--- config.mk ---
export PLATFORM = sky130hd
export DESIGN_NAME = fes_float_exception_status
export DESIGN_NICKNAME = d
export VERILOG_FILES = /design/src/fes_pkg.sv /design/src/fes_float_exception_status.sv
export VERILOG_INCLUDE_DIRS = /design/src
export SDC_FILE = /design/constraint.sdc
export NUM_CORES = 1
export LEC_CHECK = 0
export BUFFER_PORTS_ARGS = -buffer_cell sky130_fd_sc_hd__buf_2
export CAP_MARGIN = 10
export CORE_MARGIN = 8
export CORE_UTILIZATION = 56
export DETAILED_ROUTE_END_ITERATION = 10
export PLACE_DENSITY = 0.86
export SYNTH_ARGS = -nofsm -noshare
export SYNTH_HDL_FRONTEND = slang
export SYNTH_SLANG_ARGS = --single-unit
--- constraint.sdc ---
create_clock -name pclk -period 2.8 [get_ports pclk]
set_input_delay 0.56 -clock pclk [delete_from_list [all_inputs] [get_ports pclk]]
set_output_delay 0.56 -clock pclk [all_outputs]
set_load 0.02 [all_outputs]
--- src/fes_map.svh ---
// Register offsets, field positions, masks and reset values of the
// float exception status block. Assumes byte addresses on a 12-bit APB.
`ifndef FES_MAP_SVH
`define FES_MAP_SVH
`define FES_OFF_FSC    12'h000
`define FES_OFF_MSR    12'h004
`define FES_OFF_CMD    12'h008
`define FES_B_FX       0
`define FES_B_FEX      1
`define FES_B_VX       2
`define FES_B_OX       3
`define FES_B_UX       4
`define FES_B_ZX       5
`define FES_B_XX       6
`define FES_B_SNAN     7
`define FES_B_ISI      8
`define FES_B_IDI      9
`define FES_B_ZDZ      10
`define FES_B_IMZ      11
`define FES_B_VC       12
`define FES_B_FR       13
`define FES_B_FI       14
`define FES_B_SOFT     21
`define FES_B_SQRT     22
`define FES_B_CVI      23
`define FES_B_VE       24
`define FES_B_OE       25
`define FES_B_UE       26
`define FES_B_ZE       27
`define FES_B_XE       28
`define FES_B_NI       29
`define FES_B_FP       18
`define FES_B_FE0      20
`define FES_B_FE1      23
`define FES_CMD_SET    8
`define FES_CMD_IDX_HI 4
`define FES_FSC_WMASK  32'h3fe07ff9
`define FES_EXC_MASK   32'h00e01ff8
`define FES_INV_MASK   32'h00e01f80
`define FES_MSR_WMASK  32'h00940000
`define FES_RST_FSC    32'h00000000
`define FES_RST_MSR    32'h00000000
`endif

--- src/fes_pkg.sv ---
// Types shared by the float exception status block and its neighbours.
// Assumes the datapath reports one finished instruction per valid pulse.
package fes_pkg;
  // One completed float instruction as seen by the status logic
  typedef struct packed {
    logic valid;
    logic overflow;
    logic underflow;
    logic zero_divide;
    logic inexact;
    logic invalid_signaling_nan;
    logic invalid_inf_sub_inf;
    logic invalid_inf_div_inf;
    logic invalid_zero_div_zero;
    logic invalid_inf_mul_zero;
    logic invalid_compare;
    logic invalid_root;
    logic invalid_int_convert;
    logic round_incremented;
    logic fraction_inexact;
  } fes_report_s;
  // Copy of the summary bits for the condition field
  typedef struct packed {
    logic any_flag_summary;
    logic enabled_summary;
    logic invalid_summary;
    logic overflow_flag;
  } fes_cr1_s;
  // Interrupt mode, coded as {mode bit a, mode bit b}
  typedef enum logic [1:0] {
    FES_MODE_OFF     = 2'b00,
    FES_MODE_IMP_NR  = 2'b01,
    FES_MODE_IMP_R   = 2'b10,
    FES_MODE_PRECISE = 2'b11
  } fes_irq_mode_e;
endpackage

--- src/fes_float_exception_status.sv ---
// Float exception status and control with machine-state gating bits.
// Assumes an APB master on pclk and a datapath that reports results
// synchronously, one valid pulse per completed float instruction.
// Notes on behaviour
// - Available bit 18 gates float execution
// - Mode bits 20, 23 select interrupt kind
// - Bit 0 sets on any new exception
// - Bit 1 shows enabled exception present
// - Bit 2 shows any invalid bit set
// - Bit 3 sets on overflow
// - Bit 6 sticky inexact, stays set
// - Bit 7 sets on signaling NaN input
// - Bit 8 sets on infinity minus infinity
// - Bit 9 sets on infinity over infinity
// - Bit 10 sets on zero over zero
// - Bit 11 sets on infinity times zero
// - Bit 12 sets on ordered compare NaN
// - Bit 13 shows fraction was incremented
// - Bit 14 live inexact or disabled overflow
// - Bit 21 set by software status writes
// - Bit 22 sets on invalid square root
// - Bit 23 sets on bad integer convert
// - Bit 24 enables invalid interrupt
// - Bit 25 enables overflow interrupt
// - Bit 28 enables inexact interrupt
// - Bit 29 selects non-IEEE mode
// - Bit 4 sets on underflow
// - Bit 5 sets on zero divide
// - Bit 26 enables underflow interrupt
// - Bit 27 enables zero-divide interrupt
`timescale 1ns/1ps
`include "fes_map.svh"

module fes_float_exception_status (
  // Clock and reset
  input  wire logic                  pclk,
  input  wire logic                  presetn,
  // APB slave
  input  wire logic                  psel,
  input  wire logic                  penable,
  input  wire logic                  pwrite,
  input  wire logic [11:0]           paddr,
  input  wire logic [31:0]           pwdata,
  input  wire logic [3:0]            pstrb,
  output logic                       pready,
  output logic [31:0]                prdata,
  output logic                       pslverr,
  // Datapath exception reports
  input  wire fes_pkg::fes_report_s  report,
  // Instruction issue gating
  input  wire logic                  issue_req,
  output logic                       issue_grant,
  output logic                       unavail_trap,
  // Status toward sequencer and condition field
  output fes_pkg::fes_cr1_s          compare_field_one,
  output fes_pkg::fes_irq_mode_e     irq_mode,
  output logic                       float_unit_available,
  output logic                       non_ieee_switch,
  output logic                       program_irq
);
  import fes_pkg::*;

  localparam logic [31:0] FSC_WMASK = `FES_FSC_WMASK;
  localparam logic [31:0] EXC_MASK  = `FES_EXC_MASK;
  localparam logic [31:0] INV_MASK  = `FES_INV_MASK;
  localparam logic [31:0] MSR_WMASK = `FES_MSR_WMASK;

  // Stored state
  logic [31:0]   fsc_q;
  logic [31:0]   fsc_d;
  logic [31:0]   msr_q;
  logic [31:0]   msr_d;
  logic [31:0]   prdata_q;
  logic          pslverr_q;
  logic          irq_q;
  logic          trap_q;
  fes_cr1_s      cr1_q;
  fes_irq_mode_e mode_q;

  // Bus decode
  logic          setup_ph;
  logic          access_ph;
  logic          sel_fsc;
  logic          sel_msr;
  logic          sel_cmd;
  logic          addr_bad;
  logic          wr_fsc;
  logic          wr_msr;
  logic          wr_cmd;
  logic [31:0]   lane_m;
  logic [4:0]    cmd_idx;

  // Datapath side
  logic          rep_take;
  logic          fi_live;
  logic [31:0]   hw_set;
  logic [31:0]   rise;

  // Any invalid-operation cause present in a word
  function automatic logic fes_invalid_any(input logic [31:0] w);
    return |(w & INV_MASK);
  endfunction

  // Enabled summary: each class flag gated by its enable
  function automatic logic fes_enabled_any(input logic [31:0] w);
    logic vx;
    vx = fes_invalid_any(w);
    return (vx & w[`FES_B_VE]) |
           (w[`FES_B_OX] & w[`FES_B_OE]) |
           (w[`FES_B_UX] & w[`FES_B_UE]) |
           (w[`FES_B_ZX] & w[`FES_B_ZE]) |
           (w[`FES_B_XX] & w[`FES_B_XE]);
  endfunction

  // Software-visible word: stored bits plus the two derived summaries
  function automatic logic [31:0] fes_view(input logic [31:0] w);
    logic [31:0] v;
    v = w;
    v[`FES_B_FEX] = fes_enabled_any(w);
    v[`FES_B_VX]  = fes_invalid_any(w);
    return v;
  endfunction

  // Byte-lane write mask from APB strobes
  function automatic logic [31:0] fes_lane_mask(input logic [3:0] s);
    return {{8{s[3]}}, {8{s[2]}}, {8{s[1]}}, {8{s[0]}}};
  endfunction

  // APB phases; zero wait states so pready stays high
  assign setup_ph  = psel & ~penable;
  assign access_ph = psel & penable;
  assign pready    = 1'b1;
  assign lane_m    = fes_lane_mask(pstrb);
  assign cmd_idx   = pwdata[`FES_CMD_IDX_HI:0];

  // Address decode; anything else, unaligned included, is an error
  always_comb begin
    sel_fsc  = 1'b0;
    sel_msr  = 1'b0;
    sel_cmd  = 1'b0;
    addr_bad = 1'b0;
    if (paddr == `FES_OFF_FSC) begin
      sel_fsc = 1'b1;
    end else if (paddr == `FES_OFF_MSR) begin
      sel_msr = 1'b1;
    end else if (paddr == `FES_OFF_CMD) begin
      sel_cmd = 1'b1;
    end else begin
      addr_bad = 1'b1;
    end
  end

  // Writes land only at the access edge
  assign wr_fsc = access_ph & pwrite & sel_fsc;
  assign wr_msr = access_ph & pwrite & sel_msr;
  // Bit command needs index and set lanes both strobed
  assign wr_cmd = access_ph & pwrite & sel_cmd & pstrb[0] & pstrb[1];

  // Reports are ignored while the float unit is unavailable
  assign rep_take = report.valid & msr_q[`FES_B_FP];

  // A disabled overflow also counts as an inexact result
  assign fi_live = report.fraction_inexact |
                   (report.overflow & ~fsc_q[`FES_B_OE]);

  // Exception bits raised by the datapath this cycle
  always_comb begin
    hw_set = 32'h00000000;
    if (rep_take) begin
      hw_set[`FES_B_OX]   = report.overflow;
      hw_set[`FES_B_UX]   = report.underflow;
      hw_set[`FES_B_ZX]   = report.zero_divide;
      hw_set[`FES_B_XX]   = fi_live;
      hw_set[`FES_B_SNAN] = report.invalid_signaling_nan;
      hw_set[`FES_B_ISI]  = report.invalid_inf_sub_inf;
      hw_set[`FES_B_IDI]  = report.invalid_inf_div_inf;
      hw_set[`FES_B_ZDZ]  = report.invalid_zero_div_zero;
      hw_set[`FES_B_IMZ]  = report.invalid_inf_mul_zero;
      hw_set[`FES_B_VC]   = report.invalid_compare;
      hw_set[`FES_B_SQRT] = report.invalid_root;
      hw_set[`FES_B_CVI]  = report.invalid_int_convert;
    end
  end

  // Next status word; hardware sets are applied after software so
  // an event in the same cycle as a clear is never lost
  always_comb begin
    logic [31:0] m;
    logic [31:0] nxt;
    m   = lane_m & FSC_WMASK;
    nxt = fsc_q;
    if (wr_fsc) begin
      nxt = (pwdata & m) | (fsc_q & ~m);
    end
    if (wr_cmd && FSC_WMASK[cmd_idx]) begin
      nxt[cmd_idx] = pwdata[`FES_CMD_SET];
    end
    nxt = nxt | hw_set;
    // Live indicators describe only the latest instruction
    if (rep_take) begin
      nxt[`FES_B_FR] = report.round_incremented;
      nxt[`FES_B_FI] = fi_live;
    end
    // Summary catches any 0 to 1 step of an exception bit
    rise = nxt & ~fsc_q & EXC_MASK;
    if (|rise) begin
      nxt[`FES_B_FX] = 1'b1;
    end
    // Derived summaries are never stored
    nxt[`FES_B_FEX] = 1'b0;
    nxt[`FES_B_VX]  = 1'b0;
    fsc_d = nxt;
  end

  // Status word storage
  always_ff @(posedge pclk or negedge presetn) begin
    if (!presetn) begin
      fsc_q <= `FES_RST_FSC;
    end else begin
      fsc_q <= fsc_d;
    end
  end

  // Machine state: only the available and mode bits exist
  always_comb begin
    logic [31:0] m;
    m     = lane_m & MSR_WMASK;
    msr_d = msr_q;
    if (wr_msr) begin
      msr_d = (pwdata & m) | (msr_q & ~m);
    end
  end

  always_ff @(posedge pclk or negedge presetn) begin
    if (!presetn) begin
      msr_q <= `FES_RST_MSR;
    end else begin
      msr_q <= msr_d;
    end
  end

  // Interrupt mode decoded from the two machine-state bits
  always_ff @(posedge pclk or negedge presetn) begin
    if (!presetn) begin
      mode_q <= FES_MODE_OFF;
    end else begin
      mode_q <= fes_irq_mode_e'({msr_d[`FES_B_FE0],
                                 msr_d[`FES_B_FE1]});
    end
  end

  // Program interrupt level; mode off keeps it low even with flags set
  always_ff @(posedge pclk or negedge presetn) begin
    if (!presetn) begin
      irq_q <= 1'b0;
    end else begin
      irq_q <= fes_enabled_any(fsc_d) &
               ({msr_d[`FES_B_FE0], msr_d[`FES_B_FE1]} != 2'b00);
    end
  end

  // Condition field copy, kept in step with the status word
  always_ff @(posedge pclk or negedge presetn) begin
    if (!presetn) begin
      cr1_q <= '0;
    end else begin
      cr1_q.any_flag_summary <= fsc_d[`FES_B_FX];
      cr1_q.enabled_summary  <= fes_enabled_any(fsc_d);
      cr1_q.invalid_summary  <= fes_invalid_any(fsc_d);
      cr1_q.overflow_flag    <= fsc_d[`FES_B_OX];
    end
  end

  // Issue attempted with the unit unavailable raises the trap one cycle later, for each cycle the request is held
  always_ff @(posedge pclk or negedge presetn) begin
    if (!presetn) begin
      trap_q <= 1'b0;
    end else begin
      trap_q <= issue_req & ~msr_q[`FES_B_FP];
    end
  end

  assign issue_grant = issue_req & msr_q[`FES_B_FP];

  // Read data is captured in the setup cycle so it comes from a flop;
  // a datapath event landing between setup and access shows next read
  always_ff @(posedge pclk or negedge presetn) begin
    if (!presetn) begin
      prdata_q  <= 32'h00000000;
      pslverr_q <= 1'b0;
    end else if (setup_ph) begin
      pslverr_q <= addr_bad;
      if (pwrite || !(sel_fsc || sel_msr)) begin
        prdata_q <= 32'h00000000;
      end else if (sel_fsc) begin
        prdata_q <= fes_view(fsc_q);
      end else begin
        prdata_q <= msr_q;
      end
    end
  end

  assign prdata  = prdata_q;
  assign pslverr = pslverr_q & access_ph;

  // Outputs toward the sequencer
  assign compare_field_one    = cr1_q;
  assign irq_mode             = mode_q;
  assign float_unit_available = msr_q[`FES_B_FP];
  assign non_ieee_switch      = fsc_q[`FES_B_NI];
  assign program_irq          = irq_q;
  assign unavail_trap         = trap_q;

endmodule

==> metrics.log, run 1 <==
[metrics] number of vias per cell: 6.01
[metrics] proportion of netlist area held by the largest area contributor: 46.4%
[metrics] most common cell after layout, fill and taps aside: buf_2
[metrics] number of antenna-violating nets in the routed design: 0
[metrics] number of buffers inserted by port buffering: 105
[metrics] distinct cell type count of the synthesized netlist: 52
[metrics] post-detailed-routing wire length: 11700 um
[metrics] post-route setup slack: 0.156 ns
[metrics] Critical Path Start Type: input pin
[metrics] Seq/Total Area, Yosys: 46.4%
[metrics] TritonCTS clock tree: done
[metrics] final setup TNS: 0 ns
[metrics] number of buffers added by the clock tree synthesis step: 9
[metrics] CTS Root Cell: clkbuf_8
[metrics] worst hold path type: input pin to asynchronous set/reset pin
[metrics] setup slack after placement: -0.215 ns
[metrics] number of optimization iterations in the first detailed-route pass: 5
[metrics] overall power of the completed layout: 2.13 mW
[metrics] initial standard-cell utilization of the core: 56.9%
[metrics] post-synthesis simple-gate area fraction: 21.0%
[metrics] highest routed layer: met4
[metrics] count of fill cells added during filler insertion: 508
[metrics] routed length on met3: 815 um
[metrics] vias in the first global route: 3694
[metrics] global-route wire length before repair: 18600 um
[metrics] areal power density over the cells: 442 nW/um^2
[metrics] main area contributors after synthesis: dfrtp_1 46%, a22o_1 6.7%, mux2i_1 5.0%
[metrics] total congestion overflow after global routing: 0
[metrics] register-to-register setup slack: 0.80 ns
[metrics] total vias in the final route: 3569
[metrics] gr usage total: 24.1%
[metrics] Syn Nets: 456
[metrics] RePlAce Congestion: 0.942
[metrics] switching share of total power: 24.7%
[metrics] switching power: 527 uW
[metrics] Longest Clk Path Bufs: 2
[metrics] Die H: 98.1 um
[metrics] Static Leak: 2.58 nW
[metrics] final setup violating endpoints: 0
[metrics] Fin. Hold Viols: 0
[metrics] routed wirelength normalized by instance count: 19.7 um
[metrics] proportion of power drawn by flip-flops and latches: 48.4%
[metrics] # diodes: 0
[metrics] number of enable flip-flop cells after synthesis: 0
[metrics] cell type with the highest aggregate area in the netlist: dfrtp_1
[metrics] depth of the CTS H-tree: 3
[metrics] transition at the pin with the smallest max-transition slack: 0.710 ns
[metrics] Critical Path RT: 3.02 ns
[metrics] netlist area before placement: 3780 um^2
[metrics] antenna violations before repair: 0
[metrics] peak supply drop: 218 uV
[metrics] mux share of post-synthesis cell area: 7.72%
[metrics] combinational family with the most area after synthesis: simple AND/OR/NAND/NOR gates
[metrics] Final #Nets: 584
[metrics] Std-Cell Core Area: 6640 um^2
[metrics] clock insertion delay at the later pin of the skew report: 0.34 ns
[metrics] x dimension of the die: 98.1 um
[metrics] maximum clock skew at final layout: 0.0104 ns
[metrics] number of DRC violations after detailed routing: 0
[metrics] count of state elements after synthesis: 70
[metrics] commonest cells after routing, fill and taps aside: 105 x buf_2, 70 x dfrtp_1, 40 x nand2_1, 40 x buf_4, 29 x a22o_1
[metrics] boundary pin count: 114
[metrics] top_reg_cell synth: dfrtp_1
[metrics] Initial DRC Count: 248
[metrics] Compound-Gate Fraction of Synth Area: 17.2%
[metrics] unrepaired setup endpoints after global routing: no
[metrics] depth of the worst register-to-register path: 6
[metrics] quantity of hold-fixing buffers added after cts: 0
[metrics] Yosys Warn Count: 0
[metrics] Worst EP arrival: 2.86 ns
[metrics] post-CTS clock slew at the launch and capture registers of the worst setup and hold paths: 0.08 ns
[metrics] standard-cell rows: 30
[metrics] Max Fanout on Critical Path: 3
[metrics] combinational power share: 10.5%
[metrics] area share of xor/xnor cells in the synthesized design: 0%
[metrics] instance count of the mapped netlist: 382
[metrics] fraction of synthesis flops using an asynchronous set or reset pin: 100%
[metrics] DP HPWL: 8980 um
[metrics] run status: finished clean
[metrics] critical path capture point type: flop
[metrics] worst setup path class: input pin to flop
[metrics] detailed-routing wirelength on met1: 4810 um
[metrics] share of the clock period used by the worst path after layout: 94.4%
[metrics] Die ar.: 9630 um^2
[metrics] max-cap viol count: 0
[metrics] share of power burned in the clock network: 41.1%
[metrics] internal power contribution: 1.61 mW
[metrics] worst slew margin relative to its limit: 52.7%
[metrics] number of max-slew violations in the final report: 0
[metrics] area share of fa/ha/maj cells after synthesis: 1.66%
[metrics] sinks on the clock net: 70
[metrics] mean instance size in the synthesized netlist: 9.89 um^2
[metrics] ratio of cells with drive above 1 in the final layout: 36.2%
[metrics] pin count of the biggest net entering global routing: 41
[metrics] signed area change from the synthesized netlist to the final layout: 27.9%
[metrics] end of the worst register-to-register path: compare_field_one[2]
[metrics] met2 wire len: 5860 um
[metrics] achievable frequency: 378 MHz
[metrics] final critical delay including setup and external delays: 2.64 ns
[how the worst max path moves through the flow]
stage,from,end,slack [ns]
2_1_floorplan,pwdata[0],compare_field_one[2],0.10
3_3_place_gp,pwdata[0],compare_field_one[2],-0.14
3_5_place_dp,pwdata[0],compare_field_one[2],-0.21
4_1_cts,pwdata[0],compare_field_one[2],0.14
5_1_grt,pwdata[0],program_irq,0.03
6_report,pwdata[0],program_irq,0.16
[metal layers]
layer | track usage (%) | vias up
met4 | 7.44 | 0
met1 | 30.1 | 1747
met2 | 40.2 | 154
met5 | 0 | -
li1 | - | 1647
met3 | 5.55 | 21
[power groups by stage]
stage	sequential, mW	combinational (mW)	clock [mW]
2_1_floorplan	1.05	0.104	0
3_3_place_gp	1.05	0.215	0
3_5_place_dp	1.05	0.222	0
4_1_cts	1.03	0.222	0.876
5_1_grt	1.03	0.244	0.919
6_report	1.03	0.225	0.878
[per-stage QoR]
stage	instances	cell area [um^2]	hold slack (ns)	utilization, %
2_1_floorplan	382	3780	0.264	-
3_3_place_gp	578	4600	0.365	69.2
3_5_place_dp	578	4600	0.367	69.2
4_1_cts	593	4810	0.281	72.4
5_1_grt	594	4830	0.311	72.7
6_report	594	4830	0.262	72.7
[cell usage after synthesis (all sizes together) (3+ instances only)]
master  count
a211oi      4
a21oi       5
a22o       29
a22oi       9
and2        3
and3        8
and4b       3
buf        10
clkbuf     20
dfrtp      70
ha          5
inv        23
mux2        9
mux2i      19
nand2      41
nand3      20
nand4      11
nand4b      3
nor2       13
nor2b       8
nor3       10
nor4        7
o21ai      22
o22ai       3
[flip-flops by register name, indices dropped and copies added, names as in the netlist, named ones only]
name,count
compare_field_one,2
fsc_q,30
irq_mode,1
msr_q,1
prdata,32
program_irq,1
pslverr_q,1
unavail_trap,1
[critical path, cell delays in order]
cell and delay (ns):
buf_2 0.10, inv_1 0.12, ha_4 0.23, nor3b_1 0.14, a311o_1 0.31, a211oi_2 0.29, buf_4 0.16, nand4_1 0.13
mux2i_1 0.23, o22ai_1 0.13, a211oi_2 0.26, buf_4 0.15, o2bb2ai_1 0.05
[logic make-up (layout without fill, tap and decap cells)]
| kind of cell | count (synthesis) | in the layout |
|---|---|---|
| AND/OR/NAND/NOR | 138 | 138 |
| AO/OA/AOI/OAI | 87 | 87 |
| flip-flops | 70 | 70 |
| buffers and inverters | 53 | 185 |
| multiplexers | 28 | 28 |
| adder cells (fa/ha/maj) | 5 | 5 |
| other | 1 | 1 |
[timing repair]
action	CTS	global route
setup buffers	0	1
endpoints found under the setup margin	0	2
gates resized for setup	0	1
[layout make-up]
type | instances | area [um^2] | area share [%]
Multi-Input combinational cell | 259 | 1820 | 37.6
Clock inverter | 6 | 87.6 | 1.81
Inverter | 23 | 86.3 | 1.79
Timing Repair Buffer | 147 | 866 | 17.9
Clock buffer | 9 | 124 | 2.56
Tap cell | 80 | 100 | 2.07
Sequential cell | 70 | 1750 | 36.3
No activity file was read; power rests on OpenSTA's default activity.
==> inputs of run 2 (changes only) <==
CTS_BUF_LIST = sky130_fd_sc_hd__clkbuf_16   (was not set)
==> run 2 against run 1 <==
Against the previous run: power is 15% higher; final cell count is 0.34% higher; sequential power hardly changed; register-to-register slack hardly changed; flip-flop and latch count stayed put; combinational power hardly changed; maximum frequency is 1.6% lower; design area is 2.6% higher; worst setup slack worse by 0.043 ns; sequential share of layout area is 0.93 points lower; critical path depth is 1 lower; via count is 1.0% higher; critical endpoint is now compare_field_one[2].
==> metrics.log, run 2 (same netlist as run 1, synthesis figures left out) <==
[metrics] run status: finished clean
[metrics] post-CTS clock slew at the launch and capture registers of the worst setup and hold paths: 0.05 ns (-0.03 ns)
[metrics] final setup violating endpoints: 0 (unchanged)
[metrics] number of DRC violations after detailed routing: 0 (unchanged)
[metrics] Die ar.: 9630 um^2 (unchanged)
[metrics] number of vias per cell: 6.05 (+0.70%)
[metrics] Cell Chain, Critical Path: buf_2, inv_1, ha_4, nor3b_1, a311o_1, a211oi_2, buf_4, nand4_1, mux2i_1, nor4b_2, nand3_2, a21bo_1
[metrics] Critical Path Start Type: input pin
[metrics] Critical Path RT: 3.03 ns (about the same)
[metrics] sinks on the clock net: 70 (unchanged)
[metrics] transition at the pin with the smallest max-transition slack: 0.733 ns (+0.0232 ns)
[metrics] number of max-slew violations in the final report: 0 (unchanged)
[metrics] max-cap viol count: 0 (unchanged)
[metrics] routed wirelength normalized by instance count: 20.2 um (+2.4%)
[metrics] boundary pin count: 114 (unchanged)
[metrics] number of optimization iterations in the first detailed-route pass: 5 (unchanged)
[metrics] x dimension of the die: 98.1 um (unchanged)
[metrics] Worst EP arrival: 2.91 ns (+0.05 ns)
[metrics] post-detailed-routing wire length: 12000 um (+2.7%)
[metrics] Std-Cell Core Area: 6640 um^2 (unchanged)
[metrics] CTS Root Cell: clkbuf_16
[metrics] utilization after layout: 74.7% (+1.9 points)
[metrics] critical path capture point type: flop
[metrics] depth of the worst register-to-register path: 7 (+1)
[metrics] RePlAce Congestion: 0.942 (unchanged)
[metrics] number of antenna-violating nets in the routed design: 0 (unchanged)
[metrics] Longest Clk Path Bufs: 2 (unchanged)
[metrics] source of the critical timing path: pwdata[0]
[metrics] Fin. Hold Viols: 0 (unchanged)
[metrics] number of buffers added by the clock tree synthesis step: 9 (unchanged)
[metrics] max FFs per register: 32 (unchanged)
[metrics] signed area change from the synthesized netlist to the final layout: 31.3%
[metrics] maximum clock skew at final layout: 0.00715 ns (-0.00320 ns)
[metrics] final critical delay including setup and external delays: 2.69 ns (+0.0430 ns)
[metrics] achievable frequency: 372 MHz (-1.6%)
[metrics] DP HPWL: 8980 um (unchanged)
[metrics] number of buffers inserted by port buffering: 105 (unchanged)
[metrics] Cell Area, Placed: 4600 um^2 (unchanged)
[metrics] Static Leak: 2.64 nW (+2.3%)
[metrics] clock insertion delay at the later pin of the skew report: 0.33 ns (about the same)
[metrics] # diodes: 0 (unchanged)
[metrics] worst slew margin relative to its limit: 51.1% (-1.5 points)
[metrics] ratio of cells with drive above 1 in the final layout: 36.8% (+0.63 points)
[metrics] standard-cell rows: 30 (unchanged)
[metrics] areal power density over the cells: 494 nW/um^2 (+12%)
[metrics] most common cell after layout, fill and taps aside: buf_2
[metrics] unrepaired setup endpoints after global routing: no
[metrics] worst hold path type: input pin to asynchronous set/reset pin
[metrics] final setup TNS: 0 ns (unchanged)
[metrics] peak supply drop: 298 uV (+37%)
[metrics] initial standard-cell utilization of the core: 56.9% (unchanged)
[metrics] vias in the first global route: 3790 (+2.6%)
[metrics] Die H: 98.1 um (unchanged)
[metrics] share of the clock period used by the worst path after layout: 95.9% (+1.5 points)
[metrics] quantity of hold-fixing buffers added after cts: 0 (unchanged)
[metrics] Final #Nets: 586 (+0.34%)
[metrics] TritonCTS clock tree: done
[metrics] Slowest-stage cell, CP: nor4b_2
[metrics] worst setup path class: input pin to flop
[metrics] total vias in the final route: 3606 (+1.0%)
[metrics] gr usage total: 24.8% (+0.73 points)
[metrics] Initial DRC Count: 230 (-7.3%)
[metrics] pin count of the biggest net entering global routing: 41 (unchanged)
[metrics] antenna violations before repair: 0 (unchanged)
[metrics] post-route standard cell area excluding fillers: 4960 um^2 (+2.6%)
[metrics] global-route wire length before repair: 19100 um (+2.2%)
[metrics] slowest cell delay on critical path: 0.34 ns (+0.03 ns)
[metrics] total congestion overflow after global routing: 0 (unchanged)
[metrics] depth of the CTS H-tree: 3 (unchanged)
[metrics] Max Fanout on Critical Path: 3 (unchanged)
[metrics] commonest cells after routing, fill and taps aside: 105 x buf_2, 70 x dfrtp_1, 42 x buf_4, 40 x nand2_1, 29 x a22o_1
-- run 2: changes by cell type in the layout (fill, tap and decap cells not counted) --
| cell | before | now |
|---|---|---|
| clkbuf_16 | 0 | 9 |
| clkbuf_8 | 9 | 0 |
| buf_4 | 40 | 42 |
| nand3_1 | 18 | 17 |
| nand3_2 | 1 | 2 |
| nor4b_1 | 1 | 0 |
| nor4b_2 | 0 | 1 |
-- run 2: final cells by class --
class	count	area [um^2]
inverter	23	86.3
fill	492	1680
timing repair buffer	149	881
sequential	70	1750
tap	80	100
multi-input combinational	259	1830
clock inverter	6	87.6
clock buffer	9	225
-- run 2: power by group --
part | total (mW) | switching [mW] | internal, mW
sequential | 1.03 | 0.0107 | 1.02
clock | 1.19 | 0.419 | 0.773
combinational | 0.226 | 0.136 | 0.0901
total | 2.45 | 0.566 | 1.89
-- run 2: routing by layer --
layer / wire (um) / vias up / track usage [%] / share of wire [%]
li1: - / 1655 / - / -
met1: 4850 / 1754 / 30.4 / 40
met2: 6100 / 170 / 40.9 / 51
met3: 786 / 27 / 5.12 / 6.5
met4: 270 / 0 / 11.6 / 2.2
met5: 0 / - / 0 / 0
-- run 2: worst paths after layout --
check	endpoint	slack, ns
worst min-delay path	fsc_q[27]	0.29
worst max-delay path	compare_field_one[2]	0.11
min in group pclk	fsc_q[18]	0.38
worst min register to register	fsc_q[18]	0.38
max in group asynchronous	fsc_q[22]	1.86
worst max register to register	program_irq	0.81
-- run 2: metrics by stage --
| stage | hold slack [ns] | cells | power (mW) | setup slack (ns) |
|---|---|---|---|---|
| after global placement | 0.365 | 578 | 1.27 | -0.141 |
| after global routing | 0.337 | 596 | 2.53 | 0.0124 |
| final | 0.288 | 596 | 2.45 | 0.113 |
| after floorplan | 0.264 | 382 | 1.15 | 0.105 |
| after CTS | 0.301 | 593 | 2.46 | 0.128 |
| after detailed placement | 0.367 | 578 | 1.27 | -0.215 |
-- run 2: worst max-delay path, delay by kind of cell --
kind	cells	cell delay [ns]
buffers and inverters	3	0.37
AOI/OAI and AO/OA	3	0.80
muxes	1	0.19
and+or+nand+nor	4	0.77
adders and majority gates	1	0.22
-- run 2: timing repair --
item | in CTS | in global routing
buffers inserted | 0 | 3
gates resized for setup | 0 | 3
setup endpoints to repair | 0 | 3
==> inputs of run 3 (changes only) <==
ABC_AREA = 1   (was not set)
CORE_UTILIZATION = 45   (was 56)
PLACE_DENSITY = 0.7   (was 0.86)
==> run 3 against run 2 <==
Against the previous run: worst setup slack better by 0.28 ns; register-to-register slack worse by 0.03 ns; count of clock-buffer cells in the layout stayed put; synthesized area grew 7.3%; power grew 2.2%; critical path type unchanged; critical endpoint is now fsc_q[0].
==> metrics.log, run 3 <==
[metrics] run status: finished clean
[metrics] ratio of cells with drive above 1 in the final layout: 23.0% (-14 points)
[metrics] Initial DRC Count: 266 (+16%)
[metrics] post-detailed-routing wire length: 12200 um (+1.3%)
[metrics] vias in the first global route: 4011 (+5.8%)
[metrics] proportion of netlist area held by the largest area contributor: 43.2% (-3.2 points)
[metrics] max-cap viol count: 0 (unchanged)
[metrics] global-route wire length before repair: 20200 um (+5.8%)
[metrics] Final #Nets: 755 (+29%)
[metrics] worst slew margin relative to its limit: 38.3% (-13 points)
[metrics] final setup TNS: 0 ns (unchanged)
[metrics] Longest Clk Path Bufs: 2 (unchanged)
[metrics] worst hold path type: input pin to asynchronous set/reset pin
[metrics] Static Leak: 2.87 nW (+8.8%)
[metrics] commonest cells after routing, fill and taps aside: 201 x nand2_1, 105 x buf_2, 77 x inv_1, 70 x dfrtp_1, 52 x o21ai_0
[metrics] netlist area before placement: 4050 um^2 (+7.3%)
[metrics] Yosys Warn Count: 0 (unchanged)
[metrics] post-cts gate resize count: 0 (unchanged)
[metrics] fraction of synthesis flops using an asynchronous set or reset pin: 100% (unchanged)
[metrics] number of buffers added by the clock tree synthesis step: 9 (unchanged)
[metrics] number of optimization iterations in the first detailed-route pass: 5 (unchanged)
[metrics] max FFs per register: 32 (unchanged)
[metrics] most numerous cell types in the synthesized netlist: 201 x nand2_1, 77 x inv_1, 70 x dfrtp_1
[metrics] x dimension of the die: 111 um (+13%)
[metrics] # diodes: 0 (unchanged)
[metrics] source of the critical timing path: pwdata[0]
[metrics] pin count of the biggest net entering global routing: 33 (-20%)
[metrics] TritonCTS clock tree: done
[metrics] achievable frequency: 416 MHz (+12%)
[metrics] end of the worst register-to-register path: fsc_q[0]
[metrics] DP HPWL: 9480 um (+5.6%)
[metrics] cell type with the highest aggregate area in the netlist: dfrtp_1
[metrics] Critical Path RT: 3.01 ns (-0.02 ns)
[metrics] total congestion overflow after global routing: 0 (unchanged)
[metrics] clock insertion delay at the later pin of the skew report: 0.33 ns (about the same)
[metrics] Die H: 111 um (+13%)
[metrics] worst setup path class: input pin to flop
[metrics] post-CTS clock slew at the launch and capture registers of the worst setup and hold paths: 0.06 ns (about the same)
[metrics] number of enable flip-flop cells after synthesis: 0 (unchanged)
[metrics] total setup buffers inserted after CTS: 0 (unchanged)
[metrics] count of state elements after synthesis: 70 (unchanged)
[metrics] signed area change from the synthesized netlist to the final layout: 25.1%
[metrics] critical path capture point type: flop
[metrics] Fin. Hold Viols: 0 (unchanged)
[metrics] Seq/Total Area, Yosys: 43.2% (-3.2 points)
[metrics] CTS Root Cell: clkbuf_16
[metrics] Syn Nets: 647 (+42%)
[metrics] Die ar.: 12300 um^2 (+28%)
[metrics] areal power density over the cells: 495 nW/um^2 (about the same)
[metrics] mean instance size in the synthesized netlist: 7.07 um^2 (-28%)
[metrics] boundary pin count: 114 (unchanged)
[metrics] peak supply drop: 247 uV (-17%)
[metrics] antenna violations before repair: 0 (unchanged)
[metrics] main area contributors after synthesis: dfrtp_1 43%, nand2_1 19%, inv_1 7.1%
[metrics] Worst EP arrival: 2.62 ns (-0.29 ns)
[metrics] transition at the pin with the smallest max-transition slack: 0.924 ns (+0.191 ns)
[metrics] instance count of the mapped netlist: 573 (+50%)
[metrics] standard-cell rows: 34 (+13%)
[metrics] share of the clock period used by the worst path after layout: 86.0% (-10 points)
[metrics] number of DRC violations after detailed routing: 0 (unchanged)
[metrics] most common cell after layout, fill and taps aside: nand2_1
[metrics] cell with the most instances after synthesis: nand2_1
[metrics] setup slack after placement: 0.0667 ns (+0.282 ns)
[metrics] unrepaired setup endpoints after global routing: no
[metrics] initial standard-cell utilization of the core: 46.5% (-10 points)
[metrics] number of vias per cell: 5.04 (-17%)
[metrics] register-to-register setup slack: 0.78 ns (-0.03 ns)
[metrics] Critical Path Start Type: input pin
[metrics] distinct cell type count of the synthesized netlist: 34 (-35%)
[metrics] number of buffers inserted by port buffering: 105 (unchanged)
[metrics] Std-Cell Core Area: 8720 um^2 (+31%)
[metrics] Max Fanout on Critical Path: 10 (+7)
[metrics] top_reg_cell synth: dfrtp_1
[metrics] final setup violating endpoints: 0 (unchanged)
[metrics] quantity of hold-fixing buffers added after cts: 0 (unchanged)
[metrics] final critical delay including setup and external delays: 2.41 ns (-0.280 ns)
[metrics] depth of the worst register-to-register path: 12 (+5)
[metrics] RePlAce Congestion: 0.945 (+0.31%)
[metrics] gr usage total: 20.1% (-4.7 points)
[metrics] post-route setup slack: 0.393 ns (+0.280 ns)
[metrics] depth of the CTS H-tree: 3 (unchanged)
[metrics] maximum clock skew at final layout: 0.00867 ns (+0.00153 ns)
[metrics] count of fill cells added during filler insertion: 843 (+71%)
[metrics] number of max-slew violations in the final report: 0 (unchanged)
[metrics] sinks on the clock net: 70 (unchanged)
[metrics] total vias in the final route: 4005 (+11%)
[metrics] routed wirelength normalized by instance count: 15.3 um (-24%)
[metrics] number of antenna-violating nets in the routed design: 0 (unchanged)
[run 3: layout make-up]
class / instances / area [um^2] / area share [%]
Clock buffer: 9 / 225 / 4.44
Timing Repair Buffer: 121 / 658 / 13.0
Tap cell: 108 / 135 / 2.67
Multi-Input combinational cell: 400 / 1880 / 37.1
Clock inverter: 7 / 121 / 2.39
Sequential cell: 70 / 1750 / 34.6
Inverter: 79 / 297 / 5.85
[run 3: critical path: stages]
cell	delay [ns]
buf_2	0.14
inv_1	0.09
ha_1	0.29
inv_1	0.05
nor2_1	0.03
nand2_1	0.07
nand3_1	0.11
nor2_4	0.25
nand2_4	0.17
nor2_4	0.22
nand2_1	0.08
nand2_1	0.08
nand3_2	0.08
nand2_1	0.10
nand3_1	0.10
nor2_1	0.13
nand2_1	0.07
[run 3: kinds of logic (layout without fill, tap and decap cells)]
kind of cell / count (synthesis) / in the layout / synth area share, %
AO/OA/AOI/OAI: 77 / 77 / 10.3
adder cells (fa/ha/maj): 5 / 5 / 1.54
buffers and inverters: 103 / 216 / 10.4
flip-flops: 70 / 70 / 43.2
other: 1 / 1 / 0.0925
AND/OR/NAND/NOR: 317 / 317 / 34.4
[run 3: per-stage QoR]
| stage | hold WS, ns | util, % | area (um^2) | instances | total power, mW |
|---|---|---|---|---|---|
| after floorplan | 0.264 | - | 4050 | 573 | 1.11 |
| after detailed placement | 0.368 | 54.2 | 4720 | 778 | 1.21 |
| after CTS | 0.323 | 58.1 | 5070 | 794 | 2.53 |
| after global placement | 0.365 | 54.2 | 4720 | 778 | 1.21 |
| final | 0.321 | 58.1 | 5070 | 794 | 2.51 |
| after global routing | 0.357 | 58.1 | 5070 | 794 | 2.60 |
[run 3: how the worst max path moves through the flow]
stage | endpoint | cells after the start
2_1_floorplan | program_irq | 17
3_3_place_gp | program_irq | 17
3_5_place_dp | compare_field_one[2] | 17
4_1_cts | fsc_q[0] | 17
5_1_grt | compare_field_one[2] | 17
6_report | fsc_q[0] | 17
[run 3: per-layer routing]
layer  global-route usage, %  vias up  wire, um
met5                       0        -         0
met4                    5.14        0       146
met3                    4.92       12       749
met2                    32.3      147      5770
met1                    26.2     1829      5500
li1                        -     2017         -
[run 3: power breakdown]
part           leakage [nW]  switching [mW]  internal (mW)  total, mW
clock                 0.170           0.439          0.874       1.31
combinational          1.79           0.116         0.0613      0.177
sequential            0.910         0.00152           1.02       1.02
